==> config.mk <==
export PLATFORM = sky130hd
export DESIGN_NAME = psbs_sequencer
export DESIGN_NICKNAME = d
export VERILOG_FILES = /design/src/verilog/psbs_pkg.sv /design/src/verilog/psbs_sequencer.sv
export SDC_FILE = /design/constraint.sdc
export NUM_CORES = 1
export LEC_CHECK = 0
export BUFFER_PORTS_ARGS = -buffer_cell sky130_fd_sc_hd__buf_2
export CORE_MARGIN = 4
export CORE_UTILIZATION = 35
export DETAILED_ROUTE_END_ITERATION = 8
export MAX_ROUTING_LAYER = met4
export PLACE_DENSITY_LB_ADDON = 0.25
export SYNTH_ARGS = -nofsm -noshare
export SYNTH_HDL_FRONTEND = slang
export SYNTH_SLANG_ARGS = --single-unit
==> constraint.sdc <==
create_clock -name clock -period 3.7 [get_ports clock]
set_clock_uncertainty 0.15 [all_clocks]
set_input_delay 0.37 -clock clock [delete_from_list [all_inputs] [get_ports clock]]
set_output_delay 0.37 -clock clock [all_outputs]
set_load 0.01 [all_outputs]
==> src/verilog/psbs_pkg.sv <==
// Constants, types and state record of the power state and boot sequencer
package psbs_pkg;

  localparam int unsigned CLK_NS       = 10;
  localparam int unsigned ENTER_NS     = 40;
  localparam int unsigned ENTER_CYC    = (ENTER_NS + CLK_NS - 1) / CLK_NS;
  localparam logic [2:0]  ENTER_CNT    = 3'(ENTER_CYC - 1);

  localparam logic [7:0]  OFF_CTRL     = 8'h00;
  localparam logic [7:0]  OFF_CG_MASK  = 8'h04;
  localparam logic [7:0]  OFF_RET_EN   = 8'h08;
  localparam logic [7:0]  OFF_PWR_EN   = 8'h0c;
  localparam logic [7:0]  OFF_MODE     = 8'h10;
  localparam logic [7:0]  OFF_REMAP    = 8'h14;
  localparam logic [7:0]  OFF_VECTOR   = 8'h18;
  localparam logic [7:0]  OFF_STATUS   = 8'h1c;
  localparam logic [7:0]  OFF_FUSE     = 8'h20;
  localparam logic [7:0]  OFF_HDR0     = 8'h24;

  localparam int unsigned CTRL_SLEEP   = 0;
  localparam int unsigned CTRL_OFF     = 1;
  localparam int unsigned CTRL_SLOW    = 2;
  localparam int unsigned CTRL_RTC     = 3;
  localparam int unsigned CTRL_DONE    = 4;
  localparam int unsigned FUSE_PROG    = 0;
  localparam int unsigned FUSE_READ    = 1;
  localparam int unsigned FUSE_DATA    = 16;
  localparam int unsigned FUSE_RVAL    = 16;

  localparam int unsigned WK_PIN       = 0;
  localparam int unsigned WK_RTC       = 1;
  localparam int unsigned WK_RST       = 2;
  localparam int unsigned WK_UVLO      = 3;

  localparam int unsigned SRAM_BLOCKS  = 5;
  localparam int unsigned PWR_DOMAINS  = 6;

  // Flash header word offsets: mode, image base, image_length, boot selector
  localparam logic [3:0]  HDR_MODE     = 4'h0;
  localparam logic [3:0]  HDR_BASE     = 4'h4;
  localparam logic [3:0]  HDR_LEN      = 4'h8;
  localparam logic [3:0]  HDR_BOOT     = 4'hc;

  // Retained SRAM supply codes: 1.2V, lowered, removed
  localparam logic [1:0]  SUP_FULL     = 2'h2;
  localparam logic [1:0]  SUP_RET      = 2'h1;
  localparam logic [1:0]  SUP_OFF      = 2'h0;

  localparam logic [4:0]  RST_RET_EN   = 5'h00;
  localparam logic [5:0]  RST_PWR_EN   = 6'h3f;
  localparam logic [1:0]  RST_CG_MASK  = 2'h3;

  typedef enum logic [5:0] {
    ST_NORMAL = 6'h01,
    ST_CGATE  = 6'h02,
    ST_ENTER  = 6'h04,
    ST_SLEEP  = 6'h08,
    ST_OFF    = 6'h10,
    ST_BOOT   = 6'h20
  } psbs_state_e;

  typedef struct packed {
    logic                         fast_rc_oscillator;
    logic                         slow_rc_oscillator;
    logic                         bandgap;
    logic                         low_dropout_regulator;
    logic                         rtc;
    logic [SRAM_BLOCKS-1:0][1:0]  sram_supply;
    logic [PWR_DOMAINS-1:0]       domain_on;
  } psbs_pwr_s;

  typedef struct packed {
    logic       strobe;
    logic       prog;
    logic [7:0] addr;
    logic       wdata;
  } psbs_fuse_s;

  typedef struct packed {
    psbs_state_e       state;
    logic [2:0]        cnt;
    logic              wake_pend;
    logic              off_sel;
    logic [3:0]        s1;
    logic [3:0]        s2;
    logic [3:0]        s3;
    logic [3:0]        wk;
    logic              strap_done;
    logic              probe;
    logic [1:0]        cg_mask;
    logic              keep_slow;
    logic              keep_rtc;
    logic [4:0]        ret_en;
    logic [5:0]        pwr_en;
    logic [31:0]       mode;
    logic [31:0]       remap;
    logic [31:0]       vector;
    logic [3:0][31:0]  hdr;
    logic [1:0]        hdr_idx;
    logic              hdr_busy;
    logic              hdr_rd;
    logic [3:0]        hdr_addr;
    logic              core_clk_en;
    logic              boot_rom;
    psbs_pwr_s         pwr;
    psbs_fuse_s        fuse;
    logic              fuse_rd_pend;
    logic              fuse_rd_val;
    logic [31:0]       rdata;
  } psbs_st_s;

endpackage

==> src/verilog/psbs_sequencer.sv <==
// Power state, wake and boot sequencer with SRAM retention and fuse port
//
// Added by the designer: the plain strobed port and the register addresses.
`timescale 1ns/1ns
module psbs_sequencer (
  input  wire logic                clock,
  input  wire logic                sys_rst,
  input  wire logic [7:0]          reg_addr,
  input  wire logic [31:0]         reg_wdata,
  input  wire logic                reg_wr,
  input  wire logic                reg_rd,
  output logic [31:0]              reg_rdata,
  input  wire logic                cpu_wfi,
  input  wire logic                irq_pend,
  input  wire logic                evt_pend,
  input  wire logic                pin_wake,
  input  wire logic                rtc_wake,
  input  wire logic                ext_rst_wake,
  input  wire logic                uvlo_wake,
  input  wire logic                probe_test_variant,
  output logic                     core_clk_en,
  output logic                     boot_from_rom,
  output logic                     first_boot_rom_at_zero,
  output psbs_pkg::psbs_pwr_s      pwr_ctrl,
  output logic [3:0]               flash_hdr_addr,
  output logic                     flash_hdr_rd,
  input  wire logic [31:0]         flash_hdr_rdata,
  output psbs_pkg::psbs_fuse_s     fuse_ctrl,
  input  wire logic                fuse_rd_bit
);
  import psbs_pkg::*;

  psbs_st_s st_r;
  psbs_st_s st_nxt;
  logic     cg_wake;
  logic     sleep_wake;
  logic     off_wake;
  logic [3:0] hdr_off;

  always_comb begin
    unique case (st_r.hdr_idx)
      2'h0: hdr_off = HDR_MODE;
      2'h1: hdr_off = HDR_BASE;
      2'h2: hdr_off = HDR_LEN;
      default: hdr_off = HDR_BOOT;
    endcase
  end

  assign cg_wake    = (irq_pend & st_r.cg_mask[0]) | (evt_pend & st_r.cg_mask[1]);
  assign sleep_wake = |st_r.wk;
  assign off_wake   = st_r.wk[WK_PIN] | st_r.wk[WK_RST] | st_r.wk[WK_UVLO];

  always_comb begin
    st_nxt = st_r;
    st_nxt.fuse.strobe = 1'b0;
    st_nxt.rdata = 32'h0000_0000;
    // Pin synchroniser; a change counts once stages two and three agree
    st_nxt.s1 = {uvlo_wake, ext_rst_wake, rtc_wake, pin_wake};
    st_nxt.s2 = st_r.s1;
    st_nxt.s3 = st_r.s2;
    if (st_r.s2 == st_r.s3) begin
      st_nxt.wk = st_r.s3;
    end
    if (!st_r.strap_done) begin
      st_nxt.strap_done = 1'b1;
      st_nxt.probe = probe_test_variant;
    end

    // Fuse read bit taken in the strobe cycle; a new read request wins
    if (st_r.fuse_rd_pend) begin
      st_nxt.fuse_rd_pend = 1'b0;
      st_nxt.fuse_rd_val = fuse_rd_bit;
    end

    // Register writes
    if (reg_wr) begin
      unique case (reg_addr)
        OFF_CTRL: begin
          st_nxt.keep_slow = reg_wdata[CTRL_SLOW];
          st_nxt.keep_rtc = reg_wdata[CTRL_RTC];
        end
        OFF_CG_MASK: st_nxt.cg_mask = reg_wdata[1:0];
        OFF_RET_EN: st_nxt.ret_en = reg_wdata[4:0];
        OFF_PWR_EN: st_nxt.pwr_en = reg_wdata[5:0];
        OFF_MODE: st_nxt.mode = reg_wdata;
        OFF_REMAP: st_nxt.remap = reg_wdata;
        OFF_VECTOR: st_nxt.vector = reg_wdata;
        OFF_FUSE: begin
          if (reg_wdata[FUSE_PROG]) begin
            st_nxt.fuse.strobe = 1'b1;
            st_nxt.fuse.prog = 1'b1;
            st_nxt.fuse.addr = reg_wdata[15:8];
            st_nxt.fuse.wdata = reg_wdata[FUSE_DATA];
          end else if (reg_wdata[FUSE_READ]) begin
            st_nxt.fuse.strobe = 1'b1;
            st_nxt.fuse.prog = 1'b0;
            st_nxt.fuse.addr = reg_wdata[15:8];
            st_nxt.fuse.wdata = 1'b0;
            st_nxt.fuse_rd_pend = 1'b1;
          end
        end
        default: begin
        end
      endcase
    end
    // Register reads, data one cycle later
    if (reg_rd) begin
      unique case (reg_addr)
        OFF_CTRL: st_nxt.rdata = {28'h0, st_r.keep_rtc, st_r.keep_slow, 2'h0};
        OFF_CG_MASK: st_nxt.rdata = {30'h0, st_r.cg_mask};
        OFF_RET_EN: st_nxt.rdata = {27'h0, st_r.ret_en};
        OFF_PWR_EN: st_nxt.rdata = {26'h0, st_r.pwr_en};
        OFF_MODE: st_nxt.rdata = st_r.mode;
        OFF_REMAP: st_nxt.rdata = st_r.remap;
        OFF_VECTOR: st_nxt.rdata = st_r.vector;
        OFF_STATUS: st_nxt.rdata = {18'h0, st_r.wk, st_r.wake_pend, st_r.probe,
                                    st_r.hdr_busy, st_r.boot_rom, st_r.state};
        OFF_FUSE: st_nxt.rdata = {15'h0, st_r.fuse_rd_val, 15'h0, st_r.fuse_rd_pend};
        OFF_HDR0: st_nxt.rdata = st_r.hdr[0];
        OFF_HDR0 + 8'h04: st_nxt.rdata = st_r.hdr[1];
        OFF_HDR0 + 8'h08: st_nxt.rdata = st_r.hdr[2];
        OFF_HDR0 + 8'h0c: st_nxt.rdata = st_r.hdr[3];
        default: st_nxt.rdata = 32'h0000_0000;
      endcase
    end

    // Sequencer
    unique case (st_r.state)
      ST_NORMAL: begin
        if (reg_wr && reg_addr == OFF_CTRL &&
            (reg_wdata[CTRL_SLEEP] || reg_wdata[CTRL_OFF])) begin
          st_nxt.state = ST_ENTER;
          st_nxt.off_sel = reg_wdata[CTRL_OFF];
          st_nxt.cnt = ENTER_CNT;
          st_nxt.wake_pend = 1'b0;
          st_nxt.core_clk_en = 1'b0;
        end else if (cpu_wfi) begin
          st_nxt.state = ST_CGATE;
          st_nxt.core_clk_en = 1'b0;
        end
      end
      ST_CGATE: begin
        if (cg_wake) begin
          st_nxt.state = ST_NORMAL;
          st_nxt.core_clk_en = 1'b1;
        end
      end
      ST_ENTER: begin
        if (st_r.off_sel ? off_wake : sleep_wake) begin
          st_nxt.wake_pend = 1'b1;
        end
        if (st_r.cnt == 3'h0) begin
          st_nxt.state = st_r.off_sel ? ST_OFF : ST_SLEEP;
        end else begin
          st_nxt.cnt = st_r.cnt - 3'h1;
        end
      end
      ST_SLEEP, ST_OFF: begin
        st_nxt.wake_pend = 1'b0;
        if (st_r.wake_pend ||
            (st_r.state == ST_SLEEP ? sleep_wake : off_wake)) begin
          st_nxt.state = ST_BOOT;
          st_nxt.boot_rom = 1'b1;
          st_nxt.core_clk_en = 1'b1;
          st_nxt.hdr_busy = 1'b1;
          st_nxt.hdr_idx = 2'h0;
        end
      end
      ST_BOOT: begin
        if (st_r.hdr_rd) begin
          st_nxt.hdr_rd = 1'b0;
          st_nxt.hdr_addr = 4'h0;
          st_nxt.hdr[st_r.hdr_idx] = flash_hdr_rdata;
          st_nxt.hdr_idx = st_r.hdr_idx + 2'h1;
          st_nxt.hdr_busy = (st_r.hdr_idx != 2'h3);
        end else if (st_r.hdr_busy) begin
          st_nxt.hdr_rd = 1'b1;
          st_nxt.hdr_addr = hdr_off;
        end else if (reg_wr && reg_addr == OFF_CTRL && reg_wdata[CTRL_DONE]) begin
          st_nxt.state = ST_NORMAL;
          st_nxt.boot_rom = 1'b0;
        end
      end
      default: st_nxt.state = ST_BOOT;
    endcase

    // Supplies and switches follow the next state
    st_nxt.pwr.low_dropout_regulator = (st_nxt.state != ST_OFF);
    if (st_nxt.state == ST_SLEEP || st_nxt.state == ST_OFF) begin
      st_nxt.pwr.fast_rc_oscillator = 1'b0;
      st_nxt.pwr.bandgap = 1'b0;
      st_nxt.pwr.slow_rc_oscillator = (st_nxt.state == ST_SLEEP) & st_r.keep_slow;
      st_nxt.pwr.rtc = (st_nxt.state == ST_SLEEP) & st_r.keep_rtc;
      st_nxt.pwr.domain_on = '0;
    end else begin
      st_nxt.pwr.fast_rc_oscillator = 1'b1;
      st_nxt.pwr.bandgap = 1'b1;
      st_nxt.pwr.slow_rc_oscillator = 1'b1;
      st_nxt.pwr.rtc = 1'b1;
      st_nxt.pwr.domain_on = st_nxt.pwr_en;
      st_nxt.pwr.domain_on[0] = st_nxt.pwr_en[0] | (st_nxt.state == ST_BOOT);
    end
    for (int i = 0; i < SRAM_BLOCKS; i++) begin
      if (st_nxt.state == ST_OFF) begin
        st_nxt.pwr.sram_supply[i] = SUP_OFF;
      end else if (st_nxt.state == ST_SLEEP) begin
        st_nxt.pwr.sram_supply[i] = st_r.ret_en[i] ? SUP_RET : SUP_OFF;
      end else begin
        st_nxt.pwr.sram_supply[i] = SUP_FULL;
      end
    end
  end

  always_ff @(posedge clock) begin
    if (sys_rst) begin
      st_r <= '{state: ST_BOOT, cnt: 3'h0, wake_pend: 1'b0, off_sel: 1'b0,
                s1: 4'h0, s2: 4'h0, s3: 4'h0, wk: 4'h0, strap_done: 1'b0,
                probe: 1'b0, cg_mask: RST_CG_MASK, keep_slow: 1'b0,
                keep_rtc: 1'b0, ret_en: RST_RET_EN, pwr_en: RST_PWR_EN,
                mode: 32'h0, remap: 32'h0, vector: 32'h0, hdr: '0,
                hdr_idx: 2'h0, hdr_busy: 1'b1, hdr_rd: 1'b0, hdr_addr: 4'h0,
                core_clk_en: 1'b1, boot_rom: 1'b1,
                pwr: '{fast_rc_oscillator: 1'b1, slow_rc_oscillator: 1'b1,
                       bandgap: 1'b1, low_dropout_regulator: 1'b1, rtc: 1'b1,
                       sram_supply: {SRAM_BLOCKS{SUP_FULL}},
                       domain_on: RST_PWR_EN},
                fuse: '0, fuse_rd_pend: 1'b0, fuse_rd_val: 1'b0,
                rdata: 32'h0};
    end else begin
      st_r <= st_nxt;
    end
  end

  assign reg_rdata              = st_r.rdata;
  assign core_clk_en            = st_r.core_clk_en;
  assign boot_from_rom          = st_r.boot_rom;
  assign first_boot_rom_at_zero = st_r.probe;
  assign pwr_ctrl               = st_r.pwr;
  assign flash_hdr_addr         = st_r.hdr_addr;
  assign flash_hdr_rd           = st_r.hdr_rd;
  assign fuse_ctrl              = st_r.fuse;
endmodule // psbs_sequencer

Word level (Yosys, flattened, before mapping):

Cells that the tools add are included.
W data, S select, Z words.

* register bits after elaboration: 344
* output and inout bits: 72
* input port bits: 85
* memories: 0
* memory bits (read-only): 0
* word-level logic and storage cells: 204
* bits in latches: 0
* RAM bits: 0

* $lt $le $gt $ge: 2
* $mul: 0
* equal/unequal tests: 36
* reduce and logical (&&, ||, !) cells: 37
* muxes and demuxes: 63
* bitwise logic cells: 13
* add/sub/neg operators: 2
* div/mod/pow operators: 0
* shift-type cells: 0

Operator list (count)
* $pmux W32 S13: 1
* $bwmux W128: 1
* $mux W32: 4
* $mux W102: 1
* $demux W32 S2: 1
* $mux W6: 10
* $eq A8 B6 Y1 const B: 5
* $eq A8 B5 Y1 const B: 4
* $pmux W6 S5: 1
* $mux W2: 11
* $mux W5: 4
* $ne A2 B2 Y1 const B: 10
* $reduce_and A2 Y1: 9
* $mux W1: 17
* $eq A8 B4 Y1 const B: 2
* $eq A6 B4 Y1 const B: 2
* $eq A6 B5 Y1 const B: 2
* $eq A6 B6 Y1 const B: 2
* $mux W12: 1
* $mux W3: 4
* $pmux W3 S2: 2
* $pmux W4 S3: 1
* $reduce_and A3 Y1: 4
* $mux W11: 1
* other kinds (30): 53

Longest topological paths before layout:

* depth in word-level cells: 11
* mapped depth: 8
* depth with buffers taken out: 7

Worst setup path before layout:

OpenSTA, ideal clock, no wires.

* path kind: input to register
* start: input port reg_addr[3]
* end: register st_r, in the netlist fuse_ctrl[0]
* slack: 1.427 ns
* path buffers: 3
* arrival time: 1.995 ns
* setup time: 0.128 ns
* stages: 8
* required time: 3.422 ns
* path through: buf_2 nor4_1 buf_2 and3_1 clkbuf_1 nand2_1 a32oi_1 nor2_1

* cells in the longest elaborated chain, start to end: 2

RTL lines
* from (decl): RTL line psbs_sequencer.sv:8 `input wire logic [7:0] reg_addr,`
* $eq A8 B6 Y1: RTL line psbs_sequencer.sv:77 `unique case (reg_addr)`
* $reduce_and A3 Y1 (no line)
* to (signal assigned): RTL line psbs_sequencer.sv:216 `st_r <= '{state: ST_BOOT, cnt: 3'h0, wake_pend: 1'b0, off_sel: 1'b0,`
* to (signal assigned): RTL line psbs_sequencer.sv:230 `st_r <= st_nxt;`
* to (decl): RTL line psbs_sequencer.sv:33 `psbs_st_s st_r;`

No other way between the ends.
A chain may end at the register's enable or synchronous reset.

Worst setup path after layout:

* start: register st_r[339] in the netlist's numbering
* end: register st_r[118] in the netlist's numbering

* cells in the longest elaborated chain, start to end: 2

RTL lines
* $eq A6 B6 Y1: RTL line psbs_sequencer.sv:128 `unique case (st_r.state)`
* $reduce_and A2 Y1 (no line)

No other way between the ends.

==> metrics.cfg <==
[floorplan]
initial_utilization = 0.3543
dieWidth_um = 205.8
die_y_um = 205.8
core_area_um2 = 38650
num_io_pins = 157
dieArea_um2 = 42350
placementRows = 72

[detailed_routing]
drt_wl_total_mm = 46.48
drtAntennaViolNets = 0
vias = 12250
viasPerCell = 5.271
first_pass_iters = 8
drt_iter0_markers = 1240
wl_per_cell_um = 19.99
drc_errors = 0

[logic_synthesis]
yosysTopAreaCell = dfxtp_1
synth_area_leaders = dfxtp_1 (49%), nand2_1 (14%), a21oi_1 (9.4%), buf_4 (3.7%), clkbuf_1 (2.4%)
avgSynthCellArea_um2 = 8.204
synth_cells = 1669
syn_area_um2 = 13690
ys.flop_type = dfxtp_1
post-synth-top-count-cell = nand2_1
synth_common_cells = nand2_1 (509), dfxtp_1 (336), a21oi_1 (257)
synth_top_area_frac = 0.4913
synth-seq-cells = 336
ys_types = 64
synth_edf_count = 0
synth_async_sr_flop_share = 0
synth_warnings = 0
yosysSeqAreaShare = 0.4913

[power_and_ir_drop]
p_leak_nw = 5.885
peakVddDrop_v = 0.0002706
p_per_area_nw_per_um2 = 480.3

[sta]
worst_pin_slew_ps = 972.9
finalCritPeriodShare = 0.7813
rsz0062_at_grt = false
timing.slew.headroom = 0.3514
period_needed_ps = 2891
fin_tns_setup_ps = 0
hold_ws_ps = 19.32
setup_viol = 0
slew_violations = 0
finalHoldViolations = 0
max_freq_mhz = 345.9

[worst_setup_path]
crit_path_end_kind = flop
crit_start = st_r[339]
crit_path_max_fanout = 32
start_kind = flop
cp_data_required_time_ps = 3990
r2r-start = st_r[339]
critPathArrivalTime_ps = 3180
crit_type = reg -> reg

[global_route]
grt_pass1_wl_mm = 70.01
grt_max_degree = 153
first_global_vias = 11690
antenna_found_initial = 2
grt_usage = 0.2189
overflow = 0

[clock_tree]
cts_inserted_buffers = 38
h-tree-depth = 2
clock_sink_count = 336
clk_latency_ps = 530
tritoncts = built
post_cts_resized = 0
clkTransAtPathRegs_ps = 60
cts.path.max_buffers = 3
cts_root_buf = clkbuf_16

[final_layout]
drive_above_1_share = 0.1562
fill_cells = 3882
final_area_um2 = 16360
area_growth_pct = 19.52
fin_nets = 1871
fin_cells = 2325

[run]
cap_violations = 0

[hold_path]
min_path_type = in -> reg
min_from = flash_hdr_rdata[10]

[placement]
dp_hpwl_mm = 29.77
io_buffers = 154
place_inst = 2194
dpl_cell_area_um2 = 14490
gp_congestion = 0.8536

[run_status]
status = completed

cells by family after synthesis:
logic type	share of synthesized area
AOI/OAI and AO/OA	0.1870
xor gates and xnor gates	0.003198
adders and majority gates	0.006396
buffers and inverters	0.07850
DFF	0.4913
muxes	0.02659
other	0.0002739
and+or+nand+nor	0.2068
final timing paths:
check / endpoint / slack (ps) / depth (start not counted)
setup / recovery: st_r[118] / 810 / 6
hold / removal: st_r[150] / 20 / 3
setup reg to reg: st_r[118] / 810 / 6
hold reg to reg: st_nxt[323] / 280 / 1
state kept, by name, indices dropped and copies added, names as in the netlist:
| name | flops |
|---|---|
| flash_hdr_addr | 2 |
| flash_hdr_rd | 1 |
| fuse_ctrl | 11 |
| reg_rdata | 32 |
| boot_from_rom | 1 |
| first_boot_rom_at_zero | 1 |
| pwr_ctrl | 15 |
| st_r | 264 |
| st_nxt | 8 |
| core_clk_en | 1 |
per-stage QoR:
step                      power [mW]  worst slack (ps)    util
after floorplan                3.965              1427       -
after global placement         4.137             887.3  0.3748
after detailed placement       4.144             848.4  0.3748
after CTS                      7.944             842.5  0.4233
after global routing           8.135             619.4  0.4234
final                          7.859             809.1  0.4234
cells in the final DEF, fill, tap and decap left out, drive strengths merged, types with 29 or more instances in the layout:
cell / instances
dfxtp: 336
a222oi: 29
dlygate4sd3: 63
nor2: 52
a21oi: 258
a31oi: 37
mux2i: 33
clkbuf: 58
buf: 198
nand2: 509
power breakdown:
part           internal [mW]  switching, mW  total, mW
Combinational          0.152          0.268      0.420
Sequential              3.67         0.0322       3.70
Clock                   2.27           1.47       3.74
timing repair:
item	in CTS	in global routing
buffers inserted	0	0
endpoints found under the setup margin	0	0
endpoints found under the hold margin	193	0
hold buffers	63	0
worst max-delay path, cell delays in order (launching register included):
cell     delay, ps
dfxtp_1        370
or4_1          680
nor3b_4        650
and3_1         240
buf_4          450
nand2_1        120
a21oi_1        140
cell type report:
cell class,instances,area (µm²),share of cell area
sequential,336,6726,0.4110
multi-input combinational,1130,5916,0.3615
timing repair buffer,262,1785,0.1091
clock buffer,57,1144,0.06988
tap,518,648.1,0.03961
clock inverter,9,98.84,0.006040
inverter,11,41.29,0.002523
antenna,2,5.005,0.0003058
layer usage:
metal	vias up	GRT usage	share of wire
li1	5864	-	-
met1	5840	0.2908	0.44
met2	464	0.3400	0.46
met3	86	0.03830	0.077
met4	0	0.07296	0.031
met5	-	-	0
No activity file was read; power rests on OpenSTA's default activity.
